<file path="config.mk">
export PLATFORM = sky130hd
export DESIGN_NAME = pcc_param_check
export DESIGN_NICKNAME = d
export VERILOG_FILES = /design/src/hw/pcc_pkg.sv /design/src/hw/pcc_param_check.sv
export SDC_FILE = /design/constraint.sdc
export NUM_CORES = 2
export LEC_CHECK = 0
export ABC_AREA = 1
export BUFFER_PORTS_ARGS = -buffer_cell sky130_fd_sc_hd__buf_4
export CORE_ASPECT_RATIO = 2
export CORE_MARGIN = 2
export CORE_UTILIZATION = 60
export DETAILED_ROUTE_END_ITERATION = 10
export PLACE_DENSITY_LB_ADDON = 0.2
export SKIP_CTS_REPAIR_TIMING = 1
export SLEW_MARGIN = 20
export SYNTH_ARGS = -nofsm -noshare
export SYNTH_HDL_FRONTEND = slang
export SYNTH_SLANG_ARGS = --single-unit
</file>
<file path="constraint.sdc">
create_clock -name ref_clk -period 10.3 [get_ports ref_clk]
set_input_delay 0 -clock ref_clk [delete_from_list [all_inputs] [get_ports ref_clk]]
set_output_delay 0 -clock ref_clk [all_outputs]
set_load 0.01 [all_outputs]
</file>
<file path="src/hw/pcc_pkg.sv">
package pcc_pkg;

  // Byte addresses of the register words
  localparam logic [7:0] A_LOOPS  = 8'h00;
  localparam logic [7:0] A_SCAN   = 8'h04;
  localparam logic [7:0] A_SEL    = 8'h08;
  localparam logic [7:0] A_PRM    = 8'h0C;
  localparam logic [7:0] A_PV     = 8'h38;
  localparam logic [7:0] A_MV     = 8'h3C;
  localparam logic [7:0] A_RUN    = 8'h40;
  localparam logic [7:0] A_OUT    = 8'h44;
  localparam logic [7:0] A_ALARM  = 8'h48;
  localparam logic [7:0] A_STAT   = 8'h4C;
  localparam logic [7:0] A_MASK   = 8'h50;
  localparam logic [7:0] A_LIMITS = 8'h54;
  localparam logic [7:0] A_RATES  = 8'h58;
  localparam logic [7:0] A_FLAGS  = 8'h5C;

  // Per-loop parameter words, index from A_PRM
  localparam int PRM_N = 11;
  localparam logic [3:0] P_SEL = 4'h0;
  localparam logic [3:0] P_TS  = 4'h1;
  localparam logic [3:0] P_KP  = 4'h2;
  localparam logic [3:0] P_TI  = 4'h3;
  localparam logic [3:0] P_TD  = 4'h4;
  localparam logic [3:0] P_FLT = 4'h5;
  localparam logic [3:0] P_OLO = 4'h6;
  localparam logic [3:0] P_OHI = 4'h7;
  localparam logic [3:0] P_ORT = 4'h8;
  localparam logic [3:0] P_PRT = 4'h9;
  localparam logic [3:0] P_KD  = 4'hA;

  // Signed 16-bit range limits
  localparam logic signed [15:0] V_ZERO    = 16'sh0000;
  localparam logic signed [15:0] V_ONE     = 16'sh0001;
  localparam logic signed [15:0] LOOPS_MAX = 16'sh0020;
  localparam logic signed [15:0] TS_MAX    = 16'sh1770;
  localparam logic signed [15:0] KP_MAX    = 16'sh2710;
  localparam logic signed [15:0] TI_MAX    = 16'sh7FFF;
  localparam logic signed [15:0] TD_MAX    = 16'sh7530;
  localparam logic signed [15:0] FLT_MAX   = 16'sh0064;
  localparam logic signed [15:0] OUT_MIN   = 16'shFFCE;
  localparam logic signed [15:0] OUT_MAX   = 16'sh0802;
  localparam logic signed [15:0] RATE_MAX  = 16'sh07D0;
  localparam logic signed [15:0] KD_FINITE = 16'sh7530;

  // Status / mask bits, alarm word bits and flag word bits
  localparam int ST_W      = 5;
  localparam int ST_COMMON = 0;
  localparam int ST_LOOP   = 1;
  localparam int ST_PV     = 2;
  localparam int ST_MV     = 3;
  localparam int ST_DONE   = 4;
  localparam int AL_PV     = 0;
  localparam int AL_MV     = 1;
  localparam int FL_REV    = 0;
  localparam int FL_KDINF  = 1;

  localparam logic [1:0]  HTRANS_NONSEQ = 2'h2;
  localparam logic [31:0] WORD_ZERO     = 32'h0000_0000;

  typedef struct packed {
    logic [7:0] addr;
    logic       wr;
    logic       act;
  } pcc_aph_s;

  typedef struct packed {
    logic signed [15:0] hi;
    logic signed [15:0] lo;
  } pcc_pair_s;

endpackage

</file>
<file path="src/hw/pcc_param_check.sv">
`timescale 1ns/1ps
// What this block does
// - Loop count or per-scan count out of 1..32: error, no loop processed.
// - Selector zero means forward action, one means reverse action.
// - Sampling period is a count of 10 ms units, valid 1..6000.
// - Integral time is a count of 100 ms units, valid 1..32767.
// - Derivative time is 10 ms units, valid 0..30000; larger is stronger.
// - Filter coefficient valid 0..100 percent; weaker filtering toward zero.
// - Selector, sampling period, proportional gain, integral, derivative or filter word out of range: error, skip that loop only.
// - Automatic mode: output below lower limit is replaced by the limit.
// - Automatic mode: output above upper limit is replaced by the limit.
// - Output limits are clamped into -50..2050 before use.
// - Output change beyond output rate limit sets alarm bit b1.
// - Excessive output change is not restricted.
// - Output rate limit is clamped into 0..2000 before use.
// - Process change beyond process rate limit sets alarm bit b0.
// - Excessive process change is not restricted.
// - Process rate limit is clamped into 0..2000 before use.
// - Derivative gain above 300.00 is treated as infinite gain.
module pcc_param_check
  import pcc_pkg::*;
#(
  parameter int NL = 32
) (
  input  wire logic        ref_clk,
  input  wire logic        rst_b,
  input  wire logic        hsel,
  input  wire logic [31:0] haddr,
  input  wire logic [1:0]  htrans,
  input  wire logic        hwrite,
  input  wire logic [2:0]  hsize,
  input  wire logic [31:0] hwdata,
  input  wire logic        hready,
  output logic      [31:0] hrdata,
  output logic             hreadyout,
  output logic             hresp,
  output logic             irq
);

  localparam int SW = $clog2(NL);

  ////////////////////////////////////////////////////////////////////////////
  // Helpers

  function automatic logic in_rng(input logic signed [15:0] v,
                                  input logic signed [15:0] lo,
                                  input logic signed [15:0] hi);
    in_rng = (v >= lo) && (v <= hi);
  endfunction

  function automatic logic signed [15:0] clamp(input logic signed [15:0] v,
                                               input logic signed [15:0] lo,
                                               input logic signed [15:0] hi);
    clamp = (v < lo) ? lo : ((v > hi) ? hi : v);
  endfunction

  // Sign-extends a stored word onto the 32-bit read bus
  function automatic logic [31:0] sx(input logic signed [15:0] v);
    sx = {{16{v[15]}}, v};
  endfunction

  // True when |a - b| is above lim; the difference is never altered
  function automatic logic over(input logic signed [15:0] a,
                                input logic signed [15:0] b,
                                input logic signed [15:0] lim);
    logic signed [16:0] d;
    d = 17'(a) - 17'(b);
    if (d < 0) begin
      d = -d;
    end
    over = d > 17'(lim);
  endfunction

  ////////////////////////////////////////////////////////////////////////////
  // Bus slave

  pcc_aph_s           aph_q;
  logic               rdy_q;
  logic [31:0]        rdat_q;
  logic [31:0]        rd_val;
  logic signed [15:0] loops_q;
  logic signed [15:0] scan_q;
  logic [SW-1:0]      sel_q;
  logic signed [15:0] prm_q [PRM_N];
  logic signed [15:0] pv_in_q;
  logic signed [15:0] mv_in_q;
  logic signed [15:0] out_q;
  logic [1:0]         alarm_q;
  logic [1:0]         flags_q;
  logic [ST_W-1:0]    st_q;
  logic [ST_W-1:0]    mask_q;
  logic [ST_W-1:0]    st_set;
  logic               irq_q;
  logic signed [15:0] pmv_q [NL];
  logic signed [15:0] ppv_q [NL];
  logic [NL-1:0]      seen_q;

  wire        acc    = hsel && hready && (htrans == HTRANS_NONSEQ);
  wire        wr_en  = aph_q.act && aph_q.wr;
  wire        rd_ld  = aph_q.act && !aph_q.wr && !rdy_q;
  wire [7:0]  wa     = aph_q.addr;
  wire [15:0] wd     = hwdata[15:0];
  wire [7:0]  prm_o  = wa - A_PRM;
  wire [3:0]  prm_ix = prm_o[5:2];
  wire        prm_hit = (wa >= A_PRM) && (wa < A_PV);
  wire        run_wr = wr_en && (wa == A_RUN);
  wire        auto_m = hwdata[0];

  always_ff @(posedge ref_clk or negedge rst_b) begin
    if (!rst_b) begin
      aph_q <= '0;
    end else if (hready) begin
      aph_q <= '{addr: haddr[7:0], wr: hwrite, act: acc};
    end
  end

  // Reads take one wait state so that a write just before is visible
  always_ff @(posedge ref_clk or negedge rst_b) begin
    if (!rst_b) begin
      rdy_q <= 1'b1;
    end else begin
      rdy_q <= !(acc && !hwrite);
    end
  end

  always_ff @(posedge ref_clk or negedge rst_b) begin
    if (!rst_b) begin
      rdat_q <= WORD_ZERO;
    end else if (rd_ld) begin
      rdat_q <= rd_val;
    end
  end

  ////////////////////////////////////////////////////////////////////////////
  // Parameter checks and conditioning

  wire signed [15:0] mv_prev = pmv_q[sel_q];
  wire signed [15:0] pv_prev = ppv_q[sel_q];

  wire common_ok = in_rng(loops_q, V_ONE, LOOPS_MAX)
                && in_rng(scan_q, V_ONE, LOOPS_MAX);
  wire ok_sel = in_rng(prm_q[P_SEL], V_ZERO, V_ONE);
  wire ok_ts  = in_rng(prm_q[P_TS], V_ONE, TS_MAX);
  wire ok_kp  = in_rng(prm_q[P_KP], V_ONE, KP_MAX);
  wire ok_ti  = in_rng(prm_q[P_TI], V_ONE, TI_MAX);
  wire ok_td  = in_rng(prm_q[P_TD], V_ZERO, TD_MAX);
  wire ok_flt = in_rng(prm_q[P_FLT], V_ZERO, FLT_MAX);
  wire loop_ok = ok_sel && ok_ts && ok_kp && ok_ti && ok_td && ok_flt;

  pcc_pair_s lim;
  assign lim = '{hi: clamp(prm_q[P_OHI], OUT_MIN, OUT_MAX),
                 lo: clamp(prm_q[P_OLO], OUT_MIN, OUT_MAX)};

  pcc_pair_s rate;
  assign rate = '{hi: clamp(prm_q[P_ORT], V_ZERO, RATE_MAX),
                  lo: clamp(prm_q[P_PRT], V_ZERO, RATE_MAX)};

  wire reverse = (prm_q[P_SEL] == V_ONE);
  wire kd_inf  = (prm_q[P_KD] > KD_FINITE);

  // Lower limit is tested first; the raw value passes in manual mode
  wire signed [15:0] out_val = !auto_m         ? mv_in_q :
                               (mv_in_q < lim.lo) ? lim.lo :
                               (mv_in_q > lim.hi) ? lim.hi :
                               mv_in_q;

  // Alarm only; neither change is limited before it is used
  wire mv_ex = seen_q[sel_q] && over(out_val, mv_prev, rate.hi);
  wire pv_ex = seen_q[sel_q] && over(pv_in_q, pv_prev, rate.lo);

  wire eval = run_wr && common_ok && loop_ok;

  always_comb begin
    st_set            = '0;
    st_set[ST_COMMON] = run_wr && !common_ok;
    st_set[ST_LOOP]   = run_wr && common_ok && !loop_ok;
    st_set[ST_PV]     = eval && pv_ex;
    st_set[ST_MV]     = eval && mv_ex;
    st_set[ST_DONE]   = eval;
  end

  ////////////////////////////////////////////////////////////////////////////
  // Software-written words

  always_ff @(posedge ref_clk or negedge rst_b) begin
    if (!rst_b) begin
      loops_q <= V_ZERO;
      scan_q  <= V_ZERO;
      sel_q   <= '0;
      pv_in_q <= V_ZERO;
      mv_in_q <= V_ZERO;
      mask_q  <= '0;
    end else if (wr_en) begin
      if (wa == A_LOOPS) loops_q <= wd;
      if (wa == A_SCAN)  scan_q  <= wd;
      if (wa == A_SEL)   sel_q   <= hwdata[SW-1:0];
      if (wa == A_PV)    pv_in_q <= wd;
      if (wa == A_MV)    mv_in_q <= wd;
      if (wa == A_MASK)  mask_q  <= hwdata[ST_W-1:0];
    end
  end

  always_ff @(posedge ref_clk or negedge rst_b) begin
    if (!rst_b) begin
      for (int i = 0; i < PRM_N; i++) begin
        prm_q[i] <= V_ZERO;
      end
    end else if (wr_en && prm_hit) begin
      prm_q[prm_ix] <= wd;
    end
  end

  ////////////////////////////////////////////////////////////////////////////
  // Results and per-loop history

  always_ff @(posedge ref_clk or negedge rst_b) begin
    if (!rst_b) begin
      out_q   <= V_ZERO;
      alarm_q <= '0;
      flags_q <= '0;
    end else if (eval) begin
      out_q          <= out_val;
      alarm_q[AL_MV] <= mv_ex;
      alarm_q[AL_PV] <= pv_ex;
      flags_q        <= {kd_inf, reverse};
    end
  end

  always_ff @(posedge ref_clk or negedge rst_b) begin
    if (!rst_b) begin
      seen_q <= '0;
      for (int i = 0; i < NL; i++) begin
        pmv_q[i] <= V_ZERO;
        ppv_q[i] <= V_ZERO;
      end
    end else if (eval) begin
      seen_q[sel_q] <= 1'b1;
      pmv_q[sel_q]  <= out_val;
      ppv_q[sel_q]  <= pv_in_q;
    end
  end

  ////////////////////////////////////////////////////////////////////////////
  // Interrupt status: write one to clear, a new event wins

  wire [ST_W-1:0] st_clr = (wr_en && wa == A_STAT) ? hwdata[ST_W-1:0] : '0;

  always_ff @(posedge ref_clk or negedge rst_b) begin
    if (!rst_b) begin
      st_q  <= '0;
      irq_q <= 1'b0;
    end else begin
      st_q  <= (st_q & ~st_clr) | st_set;
      irq_q <= |(st_q & mask_q);
    end
  end

  ////////////////////////////////////////////////////////////////////////////
  // Read mux

  always_comb begin
    rd_val = WORD_ZERO;
    if (prm_hit) begin
      rd_val = sx(prm_q[prm_ix]);
    end else begin
      unique case (wa)
        A_LOOPS:  rd_val = sx(loops_q);
        A_SCAN:   rd_val = sx(scan_q);
        A_SEL:    rd_val = 32'(sel_q);
        A_PV:     rd_val = sx(pv_in_q);
        A_MV:     rd_val = sx(mv_in_q);
        A_OUT:    rd_val = sx(out_q);
        A_ALARM:  rd_val = 32'(alarm_q);
        A_STAT:   rd_val = 32'(st_q);
        A_MASK:   rd_val = 32'(mask_q);
        A_LIMITS: rd_val = lim;
        A_RATES:  rd_val = rate;
        A_FLAGS:  rd_val = 32'(flags_q);
        default:  rd_val = WORD_ZERO;
      endcase
    end
  end

  assign hrdata    = rdat_q;
  assign hreadyout = rdy_q;
  assign hresp     = 1'b0;
  assign irq       = irq_q;
endmodule

</file>
After elaboration in Yosys (flattened, before gate mapping)
Index checks and enable logic that the tools add are counted.
{ "totals": {"input_bits": 74, "regBits": 1375, "output_inout_bits": 35, "wordCells": 242} }
{ "op_classes": {"add_sub_neg": 5, "n_reduce_logical": 49, "eq_ne": 14, "order_cmp": 39, "bitwise": 7, "mux": 36} }
{ "op_table": {"columns": ["op", "n"], "rows": [
  ["$bwmux 512", 2],
  ["$pmux 32 s12", 1],
  ["$mux 16", 19],
  ["$bwmux 176", 1],
  ["$bmux 16 s5", 2],
  ["$demux 16 s5", 1],
  ["$ge 16x2->1 const B", 5],
  ["$bmux 16 s4", 1],
  ["$demux 16 s4", 1],
  ["$eq 8x7->1 const B", 8],
  ["$ge 16x1->1 const B", 3],
  ["$logic_and 1x1->1", 35],
  ["$gt 17x16->1", 2],
  ["$lt 17x1->1 const B", 2],
  ["$mux 17", 2],
  ["$neg 17->17", 2],
  ["$sub 16x16->17", 2],
  ["$gt 16x12->1 const B", 2],
  ["$gt 16x13->1 const B", 2],
  ["$le 16x16->1 const B", 2],
  ["$le 16x7->1 const B", 2],
  ["$lt 16x1->1 const B", 2],
  ["$lt 16x7->1 const B", 2],
  ["$mux 32", 1],
  ["other kinds (35)", 48]
]} }

Depth between registers and ports, before layout
{ "depth": {"ltp_word": 14, "depth_mapped": 53, "mapped_depth_nobuf": 52} }

Worst setup path after synthesis
Ideal clock, no wire load.
{ "synth_timing": {"path_kind": "reg-to-reg", "from": "reg prm_q[50] (netlist bit)", "to": "reg st_q[3]", "slack_ns": 3.795, "stages_incl_launch_ff": 51, "n_path_buf": 3, "setup_ns": 0.120, "arrival_time_ns": 6.385, "cell_sequence": "dfrtp_1 -> nor2_1 -> nand3_1 -> o21bai_1 -> nand2_1 -> nand2_2 -> buf_6 -> inv_1 -> nor3_1 -> ha_1 -> nand2_1 -> nor2_1 -> a211oi_1 -> o221ai_1 -> a21oi_1 -> nand3_2 -> nand3_4 -> inv_1 -> [15 not listed] -> nand2_4 -> xor2_4 -> nor2_1 -> xnor2_1 -> inv_1 -> ha_1 -> a21oi_1 -> o21ai_0 -> nand2_1 -> a21oi_1 -> a211oi_1 -> o21ai_0 -> nand4_1 -> a31oi_1 -> o22ai_1 -> nand3_1 -> nand2_1 -> nand2_1"} }
{ "synth_between": {"elab_chain_cells": 14, "elab_cells_between_ends": 16, "classes_between": "add/sub (2); order compare (5); mux (6); bitwise (1); reduce/logical (2)"} }
{ "synth_lines": {"columns": ["item", "line", "text"], "rows": [
  ["start: declaration", "pcc_param_check.sv:84", "logic signed [15:0] prm_q [PRM_N];"],
  ["start signal: indexed assignment", "pcc_param_check.sv:209", "prm_q[prm_ix] <= wd;"],
  ["$gt 16x13->1", "pcc_param_check.sv:54", "clamp = (v < lo) ? lo : ((v > hi) ? hi : v);"],
  ["$mux 16", "pcc_param_check.sv:54", null],
  ["$mux 16 *", "pcc_param_check.sv:54", null],
  ["$gt 16x16->1", "pcc_param_check.sv:164", "(mv_in_q > lim.hi) ? lim.hi :"],
  ["$mux 16 *", "pcc_param_check.sv:164", null],
  ["$mux 16 *", "pcc_param_check.sv:163", "(mv_in_q < lim.lo) ? lim.lo :"],
  ["$mux 16 *", "pcc_param_check.sv:162", "wire signed [15:0] out_val = !auto_m ? mv_in_q :"],
  ["named net out_val[5]", "pcc_param_check.sv:162", null],
  ["$sub 16x16->17 *", "pcc_param_check.sv:67", "d = 17'(a) - 17'(b);"],
  ["$neg 17->17 / $lt 17x1->1 (equally long branches)", "pcc_param_check.sv:69, pcc_param_check.sv:68", null],
  ["$mux 17 *", "pcc_param_check.sv:68", "if (d < 0) begin"],
  ["$gt 17x16->1 *", "pcc_param_check.sv:71", "over = d > 17'(lim);"],
  ["$logic_and 1x1->1 *", "pcc_param_check.sv:168", "wire mv_ex = seen_q[sel_q] && over(out_val, mv_prev, rate.hi);"],
  ["$logic_and 1x1->1 *", "pcc_param_check.sv:178", "st_set[ST_MV] = eval && mv_ex;"],
  ["$or 5x5->5 *", "pcc_param_check.sv:253", "st_q <= (st_q & ~st_clr) | st_set;"],
  ["end signal: assignment", "pcc_param_check.sv:253", null],
  ["end: declaration", "pcc_param_check.sv:90", "logic [ST_W-1:0] st_q;"]
]} }
The timed path passes the listed nets; every way through them passes the cells marked *.
A chain may end at the register's enable or synchronous reset.

Final worst setup path
{ "layout_timing": {"from": "reg prm_q[63] (netlist bit)", "to": "reg st_q[3]"} }
{ "layout_between": {"elab_chain_cells": 14, "elab_cells_between_ends": 16, "classes_between": "add/sub (2); order compare (5); mux (6); bitwise (1); reduce/logical (2)"} }
{ "layout_lines": {"columns": ["item", "line"], "rows": [
  ["$gt 16x13->1", "pcc_param_check.sv:54"],
  ["$mux 16", "pcc_param_check.sv:54"],
  ["$mux 16 *", "pcc_param_check.sv:54"],
  ["$gt 16x16->1", "pcc_param_check.sv:164"],
  ["$mux 16 *", "pcc_param_check.sv:164"],
  ["$mux 16 *", "pcc_param_check.sv:163"],
  ["$mux 16 *", "pcc_param_check.sv:162"],
  ["$sub 16x16->17 *", "pcc_param_check.sv:67"],
  ["$neg 17->17 / $lt 17x1->1 (equally long branches)", "pcc_param_check.sv:69, pcc_param_check.sv:68"],
  ["$mux 17 *", "pcc_param_check.sv:68"],
  ["$gt 17x16->1 *", "pcc_param_check.sv:71"],
  ["$logic_and 1x1->1 *", "pcc_param_check.sv:168"],
  ["$logic_and 1x1->1 *", "pcc_param_check.sv:178"],
  ["$or 5x5->5 *", "pcc_param_check.sv:253"]
]} }
Mark *: on every way between the ends. The rest lies on a longest branch, timed or not.

==> summary.md <==
| Metric | Value |
|---|---|
| Worst setup path category | `reg -> reg` |
| FF-to-FF path depth | `47` |
| Layout cells sized above 1 | `roughly 7%` |
| Final Cell Area | `71,100 um^2` |
| Hold_ws | `8.16 ps` |
| Port-buffer cells | `64` |
| Total die area | `112,000 um^2` |
| Area growth, synth to finish | `8.90%` |
| Relative slew margins | `17.4%` |
| Worst-Margin Slew | `1240 ps` |
| Initial cell density of the core | `60.3%` |
| Total congestion overflow | `0` |
| RSZ-0062 raised after global routing | `no` |
| CP required | `~11,000 ps` |
| PwrDens | `between 150 and 200 nW/um^2` |
| Number of fill cells | `9,161` |
| Max Slew Vio Count | `0` |
| Area of the multi-input gates | `25,800 um^2` |
| Critical Path End | `st_q[3]$_DFF_PN0_` |
| Clock Path Buffers | `3` |
| Cells after DPL | `8,735` |
| Largest net degree at the start of global routing | `between 150 and 200` |
| Cell Rows | `171` |
| Drt drc | `0` |
| Number of synthesized flops with an enable pin | `0` |
| Synthesized area per cell | `8.47 um^2` |
| Worst R2R Start | `prm_q[63]$_DFFE_PN0P_` |
| Vias in the first global route | `around 56,000` |
| CTS Buf Count | `118` |
| TritonRoute pass-1 iters | `7` |
| Max Freq | `about 120 MHz` |
| Top Ports | `about 110` |
| Max_cap viols | `0` |
| Storage element area | `34,400 um^2` |
| VDD IR max | `between 0.15 and 0.2 mV` |
| Die H | `470 um` |
| Initial antenna violation count | `8` |
| Via density | `6.34` |
| Placed wire-length estimate | `144,000 um` |
| Power Total | `between 10 and 15 mW` |
| Setup TNS | `0 ps` |
| R2R Setup Slk | `between 1500 and 2000 ps` |
| CTS H-Tree Depth | `3` |
| Critical Path Sink Type | `register` |
| Post-synth top flop | `dfrtp_1` |
| Period utilisation layout | `82.6%` |
| Final instance count without filler cells | `8,980` |
| Cell Area, Placed | `approximately 67,000 um^2` |
| CP startpoint | `prm_q[63]$_DFFE_PN0P_` |
| Hold Crit Class | `in -> reg` |
| Critical Path Start Type | `register` |
| Tmin final | `approximately 8500 ps` |
| Total GRT Usage | `40.8%` |
| CP max stage cell | `inv_1` |
| Hold Fails Final Rpt | `0` |
| Outcome | `finished, final reports clean` |
| Core area | `108,000 um^2` |
| Clock-pin transition on the worst setup and hold timing paths | `70 ps` |
| Die Wd | `about 240 um` |
| Crit-path max FO | `29` |
| FF+latch count, synth | `~1,400` |
| Sequential share of the synthesized area | `a little over half` |
| Synthesized area | `65,300 um^2` |
| Initial DRC count | `between 6,000 and 7,000` |
| WL/cell | `about 25 um` |
| Total number of vias | `56,900` |
| Synth Warn # | `0` |
| Clock Skews | `50.6 ps` |
| Fin nets | `7,666` |
| Routed WL | `228,000 um` |
| Skew-Pair Late Insertion Delay | `790 ps` |
| CTS tree | `yes` |
| Critical R2R Capture | `st_q[3]$_DFF_PN0_` |
| Final setup viols | `0` |
| Final ANT Viol Nets | `0` |
| Asr flop ratio synth | `100%` |
| Leak pwr | `between 30 and 40 nW` |
| Clock root buffer | `clkbuf_16` |
| Gpl congestion | `between 1 and 1.5` |
| Yosys cell types | `70` |
| CP max stage delay | `730 ps` |
| Critical path arrival | `9170 ps` |
| Synth Instances | `approximately 7,700` |
| First-pass GRT wire length | `340,000 um` |
| Clock Sinks | `1,375` |
==> logic make-up after synthesis <==
| kind of cell | after synthesis | share of synthesized area, % |
|---|---|---|
| AO/OA/AOI/OAI | 2582 | 22.4 |
| AND/OR/NAND/NOR | 2212 | 13.9 |
| flip-flops | 1375 | 52.7 |
| buffers and inverters | 1368 | 7.92 |
| adder cells (fa/ha/maj) | 98 | 1.89 |
| XOR/XNOR | 47 | 0.682 |
| multiplexers | 24 | 0.399 |
| other | 2 | 0.0115 |
==> area by class of cell <==
class,instances,share of cell area (%)
tap,1384,2.44
sequential,1375,48.4
antenna,6,0.0211
clock inverter,58,1.31
timing repair buffer,218,2.55
inverter,809,4.29
clock buffer,158,4.65
multi-input combinational,4972,36.3
==> flip-flops by register name, indices dropped and copies added, names as in the netlist, 16 cells and up <==
name / count
pmv_q: 512
loops_q: 16
out_q: 16
mv_in_q: 16
prm_q: 176
scan_q: 16
ppv_q: 512
seen_q: 32
hrdata: 32
pv_in_q: 16
==> layer usage <==
layer | up-vias | GRT usage [%] | routed length [um]
met2 | 2775 | 67.6 | 110000
met5 | - | 0 | 22
li1 | 25500 | - | -
met3 | 905 | 5.85 | 16900
met4 | 4 | 33.2 | 21100
met1 | 27800 | 46.9 | 79400
==> placed cells by master, fill, tap and decap left out, drive strengths merged, types with 6 or more instances in the layout <==
| master | count |
|---|---|
| o31ai | 7 |
| diode | 6 |
| buf | 195 |
| o2111ai | 9 |
| o221ai | 38 |
| dfrtp | 1374 |
| and2 | 7 |
| dlygate4sd3 | 23 |
| xnor2 | 12 |
| inv | 811 |
| a221oi | 12 |
| nor3 | 50 |
| ha | 97 |
| xor2 | 35 |
| o21bai | 8 |
| o21a | 51 |
| a2bb2oi | 27 |
| a22oi | 279 |
| clkinv | 30 |
| nand3b | 7 |
| a211oi | 10 |
| conb | 9 |
| nand2 | 1247 |
| nor4 | 62 |
| nand3 | 116 |
| clkbuf | 158 |
| nand4 | 56 |
| mux2i | 8 |
| bufinv | 21 |
| or2 | 10 |
| a21oi | 741 |
| o211ai | 19 |
| nor2 | 640 |
| o22ai | 251 |
| a22o | 10 |
| o21ai | 1089 |
| mux2 | 16 |
| a31oi | 10 |
==> cells in the mapped netlist (all sizes together), types with 5 or more instances <==
cell	number	share of area, %
buf	68	0.44
o22ai	251	2.4
a22o	10	0.13
o21a	51	0.59
ha	97	1.9
clkbuf	491	2.8
a21oi	741	5.7
mux2i	8	0.12
a211oi	10	0.12
xnor2	12	0.17
o211ai	19	0.22
o221ai	38	0.51
a31oi	10	0.096
a22oi	279	3.2
o31ai	7	0.081
a2bb2oi	27	0.36
dfrtp	1374	53
inv	804	4.6
nand4	56	0.56
xor2	35	0.51
nor4	62	0.60
o21bai	8	0.092
nor3b	5	0.058
a221o	5	0.077
nand2	1247	7.3
and2	7	0.067
o2111ai	9	0.12
mux2	16	0.28
nand3b	7	0.081
a221oi	12	0.16
or2	10	0.096
nor2	640	3.7
o21ai	1089	8.4
nand3	116	0.98
nor3	50	0.38
clkinv	5	0.029
==> report_power, final <==
group	switching [mW]	total, mW	internal (mW)
clock	2.15	4.93	2.79
sequential	0.135	5.69	5.55
combinational	2.05	2.89	0.836
==> how the worst min path moves through the flow <==
stage | start | end | depth (start not counted)
floorplan | rst_b | alarm_q[0]$_DFFE_PN0P_ | 0
global placement | rst_b | pmv_q[473]$_DFFE_PN0P_ | 1
detailed placement | rst_b | pmv_q[473]$_DFFE_PN0P_ | 1
CTS | rst_b | pmv_q[473]$_DFFE_PN0P_ | 1
global route | haddr[7] | wa[7]$_DFFE_PN0P_ | 3
finish | haddr[7] | wa[7]$_DFFE_PN0P_ | 3
==> metrics by stage <==
step           setup WS [ps]  utilization (%)
2_1_floorplan           3790                -
3_3_place_gp            1690             61.5
3_5_place_dp            1780             61.5
4_1_cts                 1750             65.4
5_1_grt                  858             65.6
6_report                1790             65.7
==> critical path, delay by kind of cell, from the launching register on <==
kind            cells  cell delay, ps
simple gates       20            2360
fa+ha+maj           3            1060
compound gates     15            2240
xor+xnor            2             480
flops               1             630
buf+inv             7            1610
No activity file was read; power rests on OpenSTA's default activity.
